**src/hw/fp_status_pkg.sv**
```systemverilog
// Constants, field layout and carriers for the floating-point status register.
// Assumes one core clock; bit positions follow the architectural numbering,
// so position 0 of every 32-bit mask below is the exception summary bit.
package fp_status_pkg;

  // ==========================================================================
  // Register geometry
  localparam int unsigned REG_W = 32;
  localparam int unsigned FIELD_W = 4;
  localparam int unsigned NUM_FIELDS = 8;
  localparam int unsigned STATUS_FIELDS = 6;
  localparam logic [31:0] REG_RESET = 32'h0000_0000;

  // ==========================================================================
  // Status bit positions
  localparam int unsigned BIT_EXC_SUMMARY = 0;
  localparam int unsigned BIT_ENABLED_EXC_SUMMARY = 1;
  localparam int unsigned BIT_INVALID_OP_SUMMARY = 2;
  localparam int unsigned BIT_OVERFLOW_EXC = 3;
  localparam int unsigned BIT_UNDERFLOW_EXC = 4;
  localparam int unsigned BIT_ZERO_DIVIDE_EXC = 5;
  localparam int unsigned BIT_STICKY_INEXACT = 6;
  localparam int unsigned BIT_INVALID_SIGNALLING_NAN = 7;
  localparam int unsigned BIT_INVALID_INF_MINUS_INF = 8;
  localparam int unsigned BIT_INVALID_INF_DIV_INF = 9;
  localparam int unsigned BIT_INVALID_ZERO_DIV_ZERO = 10;
  localparam int unsigned BIT_INVALID_INF_TIMES_ZERO = 11;
  localparam int unsigned BIT_INVALID_COMPARE = 12;
  localparam int unsigned BIT_FRACTION_ROUNDED = 13;
  localparam int unsigned BIT_FRACTION_INEXACT = 14;
  localparam int unsigned BIT_RESULT_CLASS = 15;
  localparam int unsigned BIT_FP_CONDITION_CODE = 16;
  localparam int unsigned BIT_INVALID_SOFTWARE_REQUEST = 21;
  localparam int unsigned BIT_INVALID_SQUARE_ROOT = 22;
  localparam int unsigned BIT_INVALID_INT_CONVERT = 23;
  localparam int unsigned BIT_CTRL_LO = 24;

  // Control bit positions (held outside this block, mirrored here)
  localparam int unsigned BIT_EN_INVALID = 24;
  localparam int unsigned BIT_EN_OVERFLOW = 25;
  localparam int unsigned BIT_EN_UNDERFLOW = 26;
  localparam int unsigned BIT_EN_ZERO_DIVIDE = 27;
  localparam int unsigned BIT_EN_INEXACT = 28;

  // ==========================================================================
  // Bit groups
  localparam logic [31:0] EXC_MASK = 32'h00E0_1FF8;
  localparam logic [31:0] STICKY_MASK = 32'h00E0_1FF9;
  localparam logic [31:0] INVALID_MASK = 32'h00E0_1F80;
  localparam logic [31:0] DERIVED_MASK = 32'h0000_0006;
  localparam logic [31:0] RESERVED_MASK = 32'h0010_0000;
  localparam logic [31:0] STATUS_MASK = 32'h00FF_FFFF;
  localparam logic [31:0] WRITABLE_MASK = 32'h00EF_FFF9;
  localparam logic [31:0] RESULT_FLAGS_MASK = 32'h000F_8000;
  localparam logic [31:0] COND_CODE_MASK = 32'h000F_0000;

  // ==========================================================================
  // Move-instruction opcodes, one-hot
  typedef enum logic [5:0] {
    MOVE_READ = 6'h01,
    MOVE_COPY_CRF = 6'h02,
    MOVE_IMM_FIELD = 6'h04,
    MOVE_FIELD = 6'h08,
    MOVE_BIT_CLR = 6'h10,
    MOVE_BIT_SET = 6'h20
  } move_op_t;

  // Compare outcome, mapped to one condition-code bit
  typedef enum logic [1:0] {
    CMP_LESS = 2'h0,
    CMP_GREATER = 2'h1,
    CMP_EQUAL = 2'h2,
    CMP_UNORDERED = 2'h3
  } cmp_result_t;

  // ==========================================================================
  // Carriers
  typedef struct packed {
    logic valid;
    logic overflow;
    logic underflow;
    logic zero_divide;
    logic [5:0] invalid_cause;
    logic invalid_square_root;
    logic invalid_int_convert;
    logic inexact_affect;
    logic fraction_inexact;
    logic rounded_affect;
    logic fraction_rounded;
    logic flags_affect;
    logic [4:0] result_flags;
    logic is_compare;
    cmp_result_t cmp_result;
  } pipe_report_t;

  typedef struct packed {
    logic valid;
    move_op_t op;
    logic [2:0] field;
    logic [4:0] bit_idx;
    logic [3:0] imm;
    logic [7:0] field_mask;
    logic [31:0] data;
  } move_req_t;

endpackage : fp_status_pkg

```
**src/hw/fp_summary_calc.sv**
```systemverilog
// Derived summaries of the floating-point status register.
// Assumes status and enables are presented on the same cycle; pure logic.
module fp_summary_calc (
  // Status and enables
  input wire logic [31:0] status,
  input wire logic [7:0] ctrl_bits,
  // Derived summaries
  output logic invalid_op_summary,
  output logic enabled_exc_summary
);

  // ==========================================================================
  // Summaries
  logic [31:0] en_vec;

  always_comb begin
    en_vec = {ctrl_bits, 24'h00_0000};
    invalid_op_summary = |(status & fp_status_pkg::INVALID_MASK);
    enabled_exc_summary =
      (invalid_op_summary & en_vec[fp_status_pkg::BIT_EN_INVALID]) |
      (status[fp_status_pkg::BIT_OVERFLOW_EXC] & en_vec[fp_status_pkg::BIT_EN_OVERFLOW]) |
      (status[fp_status_pkg::BIT_UNDERFLOW_EXC] & en_vec[fp_status_pkg::BIT_EN_UNDERFLOW]) |
      (status[fp_status_pkg::BIT_ZERO_DIVIDE_EXC] & en_vec[fp_status_pkg::BIT_EN_ZERO_DIVIDE]) |
      (status[fp_status_pkg::BIT_STICKY_INEXACT] & en_vec[fp_status_pkg::BIT_EN_INEXACT]);
  end

endmodule : fp_summary_calc

```
**src/hw/fp_status_control_register.sv**
```systemverilog
// Floating-point status and control register: sticky exception bits,
// derived summaries, rounding indicators and result flags.
// Assumes completion reports and move requests come from core-clock logic,
// and that the control byte (enables, rounding) is held by a neighbour.
// How it works
// - Bits 0-23 status, 24-31 control
// - Status changes only on completion report or move, except bit 1, which also follows an enable change
// - Exception bits stay set until moved clear
// - Exception 0-to-1 sets summary, except field moves
// - Moves and bit ops may write summary
// - Enabled summary is OR of masked exceptions
// - Invalid summary is OR of invalid causes
// - Overflow, underflow, zero-divide at 3, 4, 5
// - Sticky inexact ORs new fraction-inexact
// - Invalid causes 7-12 in fixed order
// - Fraction-rounded shows last rounding increment
// - Fraction-inexact: inexact or disabled overflow
// - Compare sets exactly one condition bit
// - Software-request bit changed only by moves
// - Square-root, convert causes at 22, 23
module fp_status_control_register (
  // Clock and reset
  input wire logic clk_sys,
  input wire logic rst_b,
  // Completion reports from the execution pipeline
  input wire fp_status_pkg::pipe_report_t pipe_report,
  // Move-to / move-from requests
  input wire fp_status_pkg::move_req_t move_req,
  // Control byte held outside (enables and rounding mode)
  input wire logic [7:0] ctrl_bits,
  // Register image
  output logic [31:0] image_r,
  // Read answer
  output logic [31:0] rd_data_r,
  output logic rd_valid_r,
  // Condition-field copy answer
  output logic [3:0] crf_data_r,
  output logic crf_valid_r,
  // Completion acknowledge
  output logic done_r
);

  // ==========================================================================
  // Helpers
  function automatic logic [31:0] field_bits(input logic [2:0] idx);
    logic [31:0] m;
    // Shift amount built as idx times four without losing the carry bits
    m = 32'h0000_000F << {idx, 2'b00};
    return m;
  endfunction : field_bits

  function automatic logic [31:0] nibble_at(input logic [2:0] idx, input logic [3:0] nib);
    logic [31:0] v;
    v = {28'h000_0000, nib} << {idx, 2'b00};
    return v;
  endfunction : nibble_at

  function automatic logic [31:0] one_bit(input logic [4:0] idx);
    logic [31:0] v;
    v = 32'h0000_0001 << idx;
    return v;
  endfunction : one_bit

  // ==========================================================================
  // Status next value
  logic [31:0] status_cur;
  logic [31:0] after_move;
  logic [31:0] after_pipe;
  logic [31:0] status_nxt;
  logic [31:0] image_nxt;
  logic [31:0] pipe_set;
  logic [31:0] move_mask;
  logic [31:0] fmask;
  logic [3:0] crf_nxt;
  logic frac_inexact_new;
  logic exc_sum_implicit;
  logic implicit_ok;
  logic op_read;
  logic op_copy;
  logic vx_sum;
  logic fex_sum;

  assign status_cur = image_r & fp_status_pkg::STATUS_MASK;

  // Stage 1: explicit moves
  always_comb begin
    after_move = status_cur;
    move_mask = 32'h0000_0000;
    fmask = 32'h0000_0000;
    crf_nxt = 4'h0;
    op_read = 1'b0;
    op_copy = 1'b0;
    implicit_ok = 1'b0;
    if (move_req.valid) begin
      unique case (move_req.op)
        fp_status_pkg::MOVE_READ: begin
          op_read = 1'b1;
        end
        fp_status_pkg::MOVE_COPY_CRF: begin
          op_copy = 1'b1;
          crf_nxt = 4'((status_cur >> {move_req.field, 2'b00}) & 32'h0000_000F);
          // Only sticky bits of the field are cleared; summaries recomputed
          move_mask = field_bits(move_req.field) & fp_status_pkg::STICKY_MASK;
          after_move = status_cur & ~move_mask;
        end
        fp_status_pkg::MOVE_IMM_FIELD: begin
          // Control fields are owned elsewhere; writes there are dropped
          move_mask = field_bits(move_req.field) & fp_status_pkg::WRITABLE_MASK;
          after_move = (status_cur & ~move_mask) |
                       (nibble_at(move_req.field, move_req.imm) & move_mask);
        end
        fp_status_pkg::MOVE_FIELD: begin
          for (int k = 0; k < fp_status_pkg::STATUS_FIELDS; k++) begin
            if (move_req.field_mask[k]) begin
              fmask = fmask | field_bits(3'(k));
            end
          end
          move_mask = fmask & fp_status_pkg::WRITABLE_MASK;
          after_move = (status_cur & ~move_mask) | (move_req.data & move_mask);
        end
        fp_status_pkg::MOVE_BIT_CLR: begin
          move_mask = one_bit(move_req.bit_idx) & fp_status_pkg::WRITABLE_MASK;
          after_move = status_cur & ~move_mask;
          implicit_ok = 1'b1;
        end
        fp_status_pkg::MOVE_BIT_SET: begin
          move_mask = one_bit(move_req.bit_idx) & fp_status_pkg::WRITABLE_MASK;
          after_move = status_cur | move_mask;
          implicit_ok = 1'b1;
        end
        default: begin
          after_move = status_cur;
        end
      endcase
    end
  end

  // Stage 2: completion report, applied on top so a set beats a same-cycle clear
  always_comb begin
    pipe_set = 32'h0000_0000;
    frac_inexact_new = 1'b0;
    after_pipe = after_move;
    if (pipe_report.valid) begin
      pipe_set[fp_status_pkg::BIT_OVERFLOW_EXC] = pipe_report.overflow;
      pipe_set[fp_status_pkg::BIT_UNDERFLOW_EXC] = pipe_report.underflow;
      pipe_set[fp_status_pkg::BIT_ZERO_DIVIDE_EXC] = pipe_report.zero_divide;
      pipe_set[fp_status_pkg::BIT_INVALID_COMPARE:fp_status_pkg::BIT_INVALID_SIGNALLING_NAN] =
        pipe_report.invalid_cause;
      pipe_set[fp_status_pkg::BIT_INVALID_SQUARE_ROOT] = pipe_report.invalid_square_root;
      pipe_set[fp_status_pkg::BIT_INVALID_INT_CONVERT] = pipe_report.invalid_int_convert;
      // Pipeline has no path to the software-request bit
      pipe_set = pipe_set & ~one_bit(5'(fp_status_pkg::BIT_INVALID_SOFTWARE_REQUEST));
      frac_inexact_new = pipe_report.fraction_inexact |
               (pipe_report.overflow & ~ctrl_bits[fp_status_pkg::BIT_EN_OVERFLOW -
                                                   fp_status_pkg::BIT_CTRL_LO]);
      if (pipe_report.inexact_affect) begin
        after_pipe[fp_status_pkg::BIT_FRACTION_INEXACT] = frac_inexact_new;
        pipe_set[fp_status_pkg::BIT_STICKY_INEXACT] = frac_inexact_new;
      end
      if (pipe_report.rounded_affect) begin
        after_pipe[fp_status_pkg::BIT_FRACTION_ROUNDED] = pipe_report.fraction_rounded;
      end
      if (pipe_report.is_compare) begin
        // Exactly one condition bit; class bit left alone
        after_pipe = after_pipe & ~fp_status_pkg::COND_CODE_MASK;
        after_pipe = after_pipe |
          one_bit(5'(fp_status_pkg::BIT_FP_CONDITION_CODE) + 5'(pipe_report.cmp_result));
      end else if (pipe_report.flags_affect) begin
        after_pipe = after_pipe & ~fp_status_pkg::RESULT_FLAGS_MASK;
        after_pipe = after_pipe |
          ({27'h000_0000, pipe_report.result_flags} << fp_status_pkg::BIT_RESULT_CLASS);
      end
      after_pipe = after_pipe | pipe_set;
    end
  end

  // Stage 3: implicit summary and derived bits
  always_comb begin
    // Field moves may raise exceptions without touching the summary
    exc_sum_implicit = (pipe_report.valid | implicit_ok) &
                  (|(fp_status_pkg::EXC_MASK & ~status_cur & after_pipe));
    status_nxt = after_pipe;
    if (exc_sum_implicit) begin
      status_nxt[fp_status_pkg::BIT_EXC_SUMMARY] = 1'b1;
    end
    // Written values of summary bits 1 and 2 never survive: recompute here
    status_nxt = status_nxt & ~fp_status_pkg::DERIVED_MASK &
                 ~fp_status_pkg::RESERVED_MASK;
    status_nxt[fp_status_pkg::BIT_INVALID_OP_SUMMARY] = vx_sum;
    status_nxt[fp_status_pkg::BIT_ENABLED_EXC_SUMMARY] = fex_sum;
    image_nxt = {ctrl_bits, status_nxt[23:0]};
  end

  // ==========================================================================
  // Summary calculator
  // Fed from pre-summary value so no loop through the summary bits
  fp_summary_calc u_summary (
    .status (after_pipe),
    .ctrl_bits (ctrl_bits),
    .invalid_op_summary (vx_sum),
    .enabled_exc_summary (fex_sum)
  );

  // ==========================================================================
  // Register image
  // Enabled summary lags an enable change by one cycle, since the image is registered
  always_ff @(posedge clk_sys or negedge rst_b) begin
    if (!rst_b) begin
      image_r <= fp_status_pkg::REG_RESET;
    end else begin
      image_r <= image_nxt;
    end
  end

  // ==========================================================================
  // Read answer
  always_ff @(posedge clk_sys or negedge rst_b) begin
    if (!rst_b) begin
      rd_data_r <= 32'h0000_0000;
      rd_valid_r <= 1'b0;
    end else begin
      rd_valid_r <= op_read;
      if (op_read) begin
        rd_data_r <= image_r;
      end
    end
  end

  // ==========================================================================
  // Condition-field copy answer
  always_ff @(posedge clk_sys or negedge rst_b) begin
    if (!rst_b) begin
      crf_data_r <= 4'h0;
      crf_valid_r <= 1'b0;
    end else begin
      crf_valid_r <= op_copy;
      if (op_copy) begin
        crf_data_r <= crf_nxt;
      end
    end
  end

  // ==========================================================================
  // Completion acknowledge
  always_ff @(posedge clk_sys or negedge rst_b) begin
    if (!rst_b) begin
      done_r <= 1'b0;
    end else begin
      done_r <= pipe_report.valid;
    end
  end

endmodule : fp_status_control_register

```
**config.mk**
```make
export PLATFORM = sky130hd
export DESIGN_NAME = fp_status_control_register
export DESIGN_NICKNAME = d
export VERILOG_FILES = /design/src/hw/fp_status_pkg.sv /design/src/hw/fp_summary_calc.sv /design/src/hw/fp_status_control_register.sv
export SDC_FILE = /design/constraint.sdc
export NUM_CORES = 1
export LEC_CHECK = 0
export BUFFER_PORTS_ARGS = -buffer_cell sky130_fd_sc_hd__buf_2
export CORE_ASPECT_RATIO = 1.25
export CORE_MARGIN = 2
export CORE_UTILIZATION = 43
export CTS_CLUSTER_DIAMETER = 40
export DETAILED_ROUTE_END_ITERATION = 16
export HOLD_SLACK_MARGIN = 0.1
export PLACE_DENSITY = 0.82
export SLEW_MARGIN = 40
export SYNTH_ARGS = -nofsm -noshare
export SYNTH_HDL_FRONTEND = slang
export SYNTH_HIERARCHICAL = 1
export SYNTH_SLANG_ARGS = --single-unit
```
**constraint.sdc**
```tcl
create_clock -name clk_sys -period 1.6 [get_ports clk_sys]
set_input_delay 0.08 -clock clk_sys [delete_from_list [all_inputs] [get_ports clk_sys]]
set_output_delay 0.08 -clock clk_sys [all_outputs]
set_load 0.005 [all_outputs]
```
==> impl_metrics.csv <==
group,metric,value,unit
sta,finalCritPeriodShare,127,%
layout,finalCoreUtilization,73.8,%
critical_path,reg2reg_depth,9,
clocking,clkSinkCount,69,
place,post-dp-hpwl,16600,um
grt,grt_max_degree,52,
power_and_ir_drop,ir_worst_vdd,0.000504,V
clocking,clockRootBuffer,"clkbuf_16",
run_status,violations,"setup timing",
routing,route.detailed.drc,0,
routing,drt_iter0_markers,701,
synthesis,synth.distinct_cells,67,
synthesis,synth_area,4610,um^2
routing,vias_per_cell,5.98,
layout,layout_commonest_cell,"buf_4",
layout,fillCellCount,793,
grt,grt.total_usage,35.3,%
sta,finalSetupViolCount,10,
critical_path,rrSetupSlack,-0.42,ns
floorplanning,start_util,43.9,%
synthesis,yosysTopAreaCell,"dfrtp_1",
critical_path,crit_chain,"mux2_4 > a32oi_2 > nand2_1 > a22oi_2 > nand2_2 > nor4_2 > buf_4 > nand3_4 > a21o_1",
grt,overflow,0,
layout,layout_common_cells,"buf_4 (156), buf_2 (143), dfrtp_1 (68)",
critical_path,cp_max_fo,2,
layout,multi_input_area,3010,um^2
synthesis,async_flop_share,100,%
routing,ant_nets,0,
critical_path,critical_path_required,1.82,ns
grt,grt_pass1_vias,5697,
run,maxCapViolations,0,
synthesis,synth_flop_cell,"dfrtp_1",
synthesis,synth_top_cell_area_share,37.4,%
place,port-buffer-count,149,
floorplanning,core,10500,um^2
critical_path,crit_start,"image_r[22]$_DFF_PN0_",
sta,setup_ws,-0.425,ns
synthesis,syn_inst,502,
clocking,cts_buffer_depth,2,
critical_path,slowest_delay,0.39,ns
critical_path,cp-endpoint,"image_r[1]$_DFF_PN0_",
synthesis,syn_area_per_cell,9.19,um^2
critical_path,timing.rr.end,"image_r[1]$_DFF_PN0_",
clocking,clkTransAtPathRegs,0.06,ns
critical_path,rr_startpoint,"image_r[22]$_DFF_PN0_",
layout,nNetsFinal,919,
floorplanning,die_y,120,um
critical_path,slowest_stage,"dfrtp_1",
grt,antenna_found_initial,0,
layout,seq_area,1730,um^2
sta,skew,0.0126,ns
floorplanning,rows,42,
power_and_ir_drop,power_density,820,nW/um^2
critical_path,critical_path_class,"flop to flop",
clocking,cts_tree,"built",
routing,vias,5757,
place,gp_congestion,0.968,
synthesis,ys_ff_latch,69,
worst_hold_path,hold_path_class,"input pin to flop",
routing,routed_wirelength,21600,um
clocking,htreeDepth,3,
sta,maxSlewViolCount,0,
critical_path,critPathCaptureType,"flop",
power_and_ir_drop,p_leak,3.75,nW
clocking,insertion_delay,0.34,ns
floorplanning,die_w,96.7,um
floorplanning,io_pins,165,
sta,period_needed,2.02,ns
grt,grt_pass1_wl,31400,um
critical_path,critPathArrivalTime,2.25,ns
synthesis,yosysWarnings,6,
synthesis,synth_area_leaders,"dfrtp_1 (37%), mux2i_1 (5.9%), mux2_2 (5.6%)",
run_status,status,"finished with violations",
floorplanning,die_area,11600,um^2
synthesis,synth-edff-count,0,
routing,firstDrtPassIters,6,
place,pre_cts_slack,-0.855,ns
sta,grt_setup_unrepaired,"yes",
layout,drive_gt1_share,52.7,%
layout,antennaDiodeCount,0,
routing,wl_per_cell,22.4,um
sta,max_freq,0.494,GHz
critical_path,crit_path_start_kind,"flop",
synthesis,ys_seq_area_share,37.4,%
sta,hold_viol,0,
layout,area_growth,68.1,%
clocking,numCtsBuffers,9,
[cells in the mapped netlist, types with 5 or more instances]
cell / instances
nand3b_1: 5
mux2_2: 23
nor2_1: 28
o21ai_0: 35
o221ai_1: 12
nand2b_1: 15
nand2_1: 42
a21o_1: 5
inv_1: 18
mux2_1: 10
a22oi_1: 7
a21oi_1: 22
a222oi_1: 6
buf_2: 9
mux2i_1: 27
o22ai_1: 12
clkbuf_1: 18
nor4_1: 5
nor3_1: 11
nand3_1: 10
dfrtp_1: 69
nand4_1: 12
o211ai_1: 10
o21ai_1: 13
[registers in the layout, indices dropped and copies added, names as in the netlist]
name,flops
done_r,1
crf_valid_r,1
rd_valid_r,1
rd_data_r,31
crf_data_r,4
image_r,31
[final cells by class]
class                           count  area share [%]
Clock buffer                       11            3.13
Clock inverter                      5            1.08
Inverter                           18           0.871
Multi-Input combinational cell    380            38.8
Sequential cell                    69            22.3
Tap cell                          132            2.13
Timing Repair Buffer              347            31.8
[metrics by stage]
step | setup TNS (ns) | instance area, um^2 | instances | total power [W] | hold slack, ns
after detailed placement | -10.71 | 6660 | 901 | 0.00393 | -0.0147
after floorplan | -1.05 | 4740 | 503 | 0.00285 | -0.216
after CTS | -0.830 | 7330 | 942 | 0.00622 | 0.106
after global routing | -2.67 | 7760 | 962 | 0.00658 | 0.154
final | -1.72 | 7760 | 962 | 0.00636 | 0.142
after global placement | -8.99 | 6660 | 901 | 0.00388 | -0.0212
[critical path, delay by kind of cell, from the launching register on]
kind	cells	cell delay (ns)
buf+inv	1	0.16
simple gates	4	0.54
mux	1	0.28
flops	1	0.39
compound gates	3	0.54
[layer usage]
layer / track usage, % / up-vias / part of all wire [%]
li1: - / 2553 / -
met1: 42.1 / 2754 / 36
met2: 63.8 / 356 / 51
met3: 4.78 / 94 / 7.3
met4: 14.8 / 0 / 5.4
met5: 0 / - / 0
[worst min path at each step]
stage                    startpoint                        end  depth (start not counted)
floorplan                     rst_b  crf_data_r[0]$_DFFE_PN0P_                          0
global placement              rst_b  rd_data_r[13]$_DFFE_PN0P_                          1
detailed placement            rst_b  rd_data_r[16]$_DFFE_PN0P_                          1
CTS                  pipe_report[4]      image_r[16]$_DFF_PN0_                          3
global route         pipe_report[6]      image_r[18]$_DFF_PN0_                          3
finish              pipe_report[15]       image_r[7]$_DFF_PN0_                          4
[cell families (layout without fill, tap and decap cells)]
group / count (synthesis) / in the layout / synth area share [%]
XOR/XNOR: 2 / 2 / 0.380
other: 1 / 2 / 0.0813
multiplexers: 63 / 63 / 15.4
buffers and inverters: 54 / 381 / 5.29
AND/OR/NAND/NOR: 155 / 155 / 18.2
AO/OA/AOI/OAI: 158 / 158 / 23.3
flip-flops: 69 / 69 / 37.4
[power breakdown]
part	switching, W	internal, W
clock	0.000798	0.00141
combinational	0.000938	0.00101
sequential	0.000222	0.00198
total	0.00196	0.00440
[timing repair]
action | in CTS | in global routing
hold endpoints to repair | 87 | 0
setup buffers | 7 | 21
setup endpoints to repair | 8 | 19
gates resized for setup | 25 | 71
pin swaps | 13 | 34
hold buffers | 19 | 0
No activity file was read; power rests on OpenSTA's default activity.
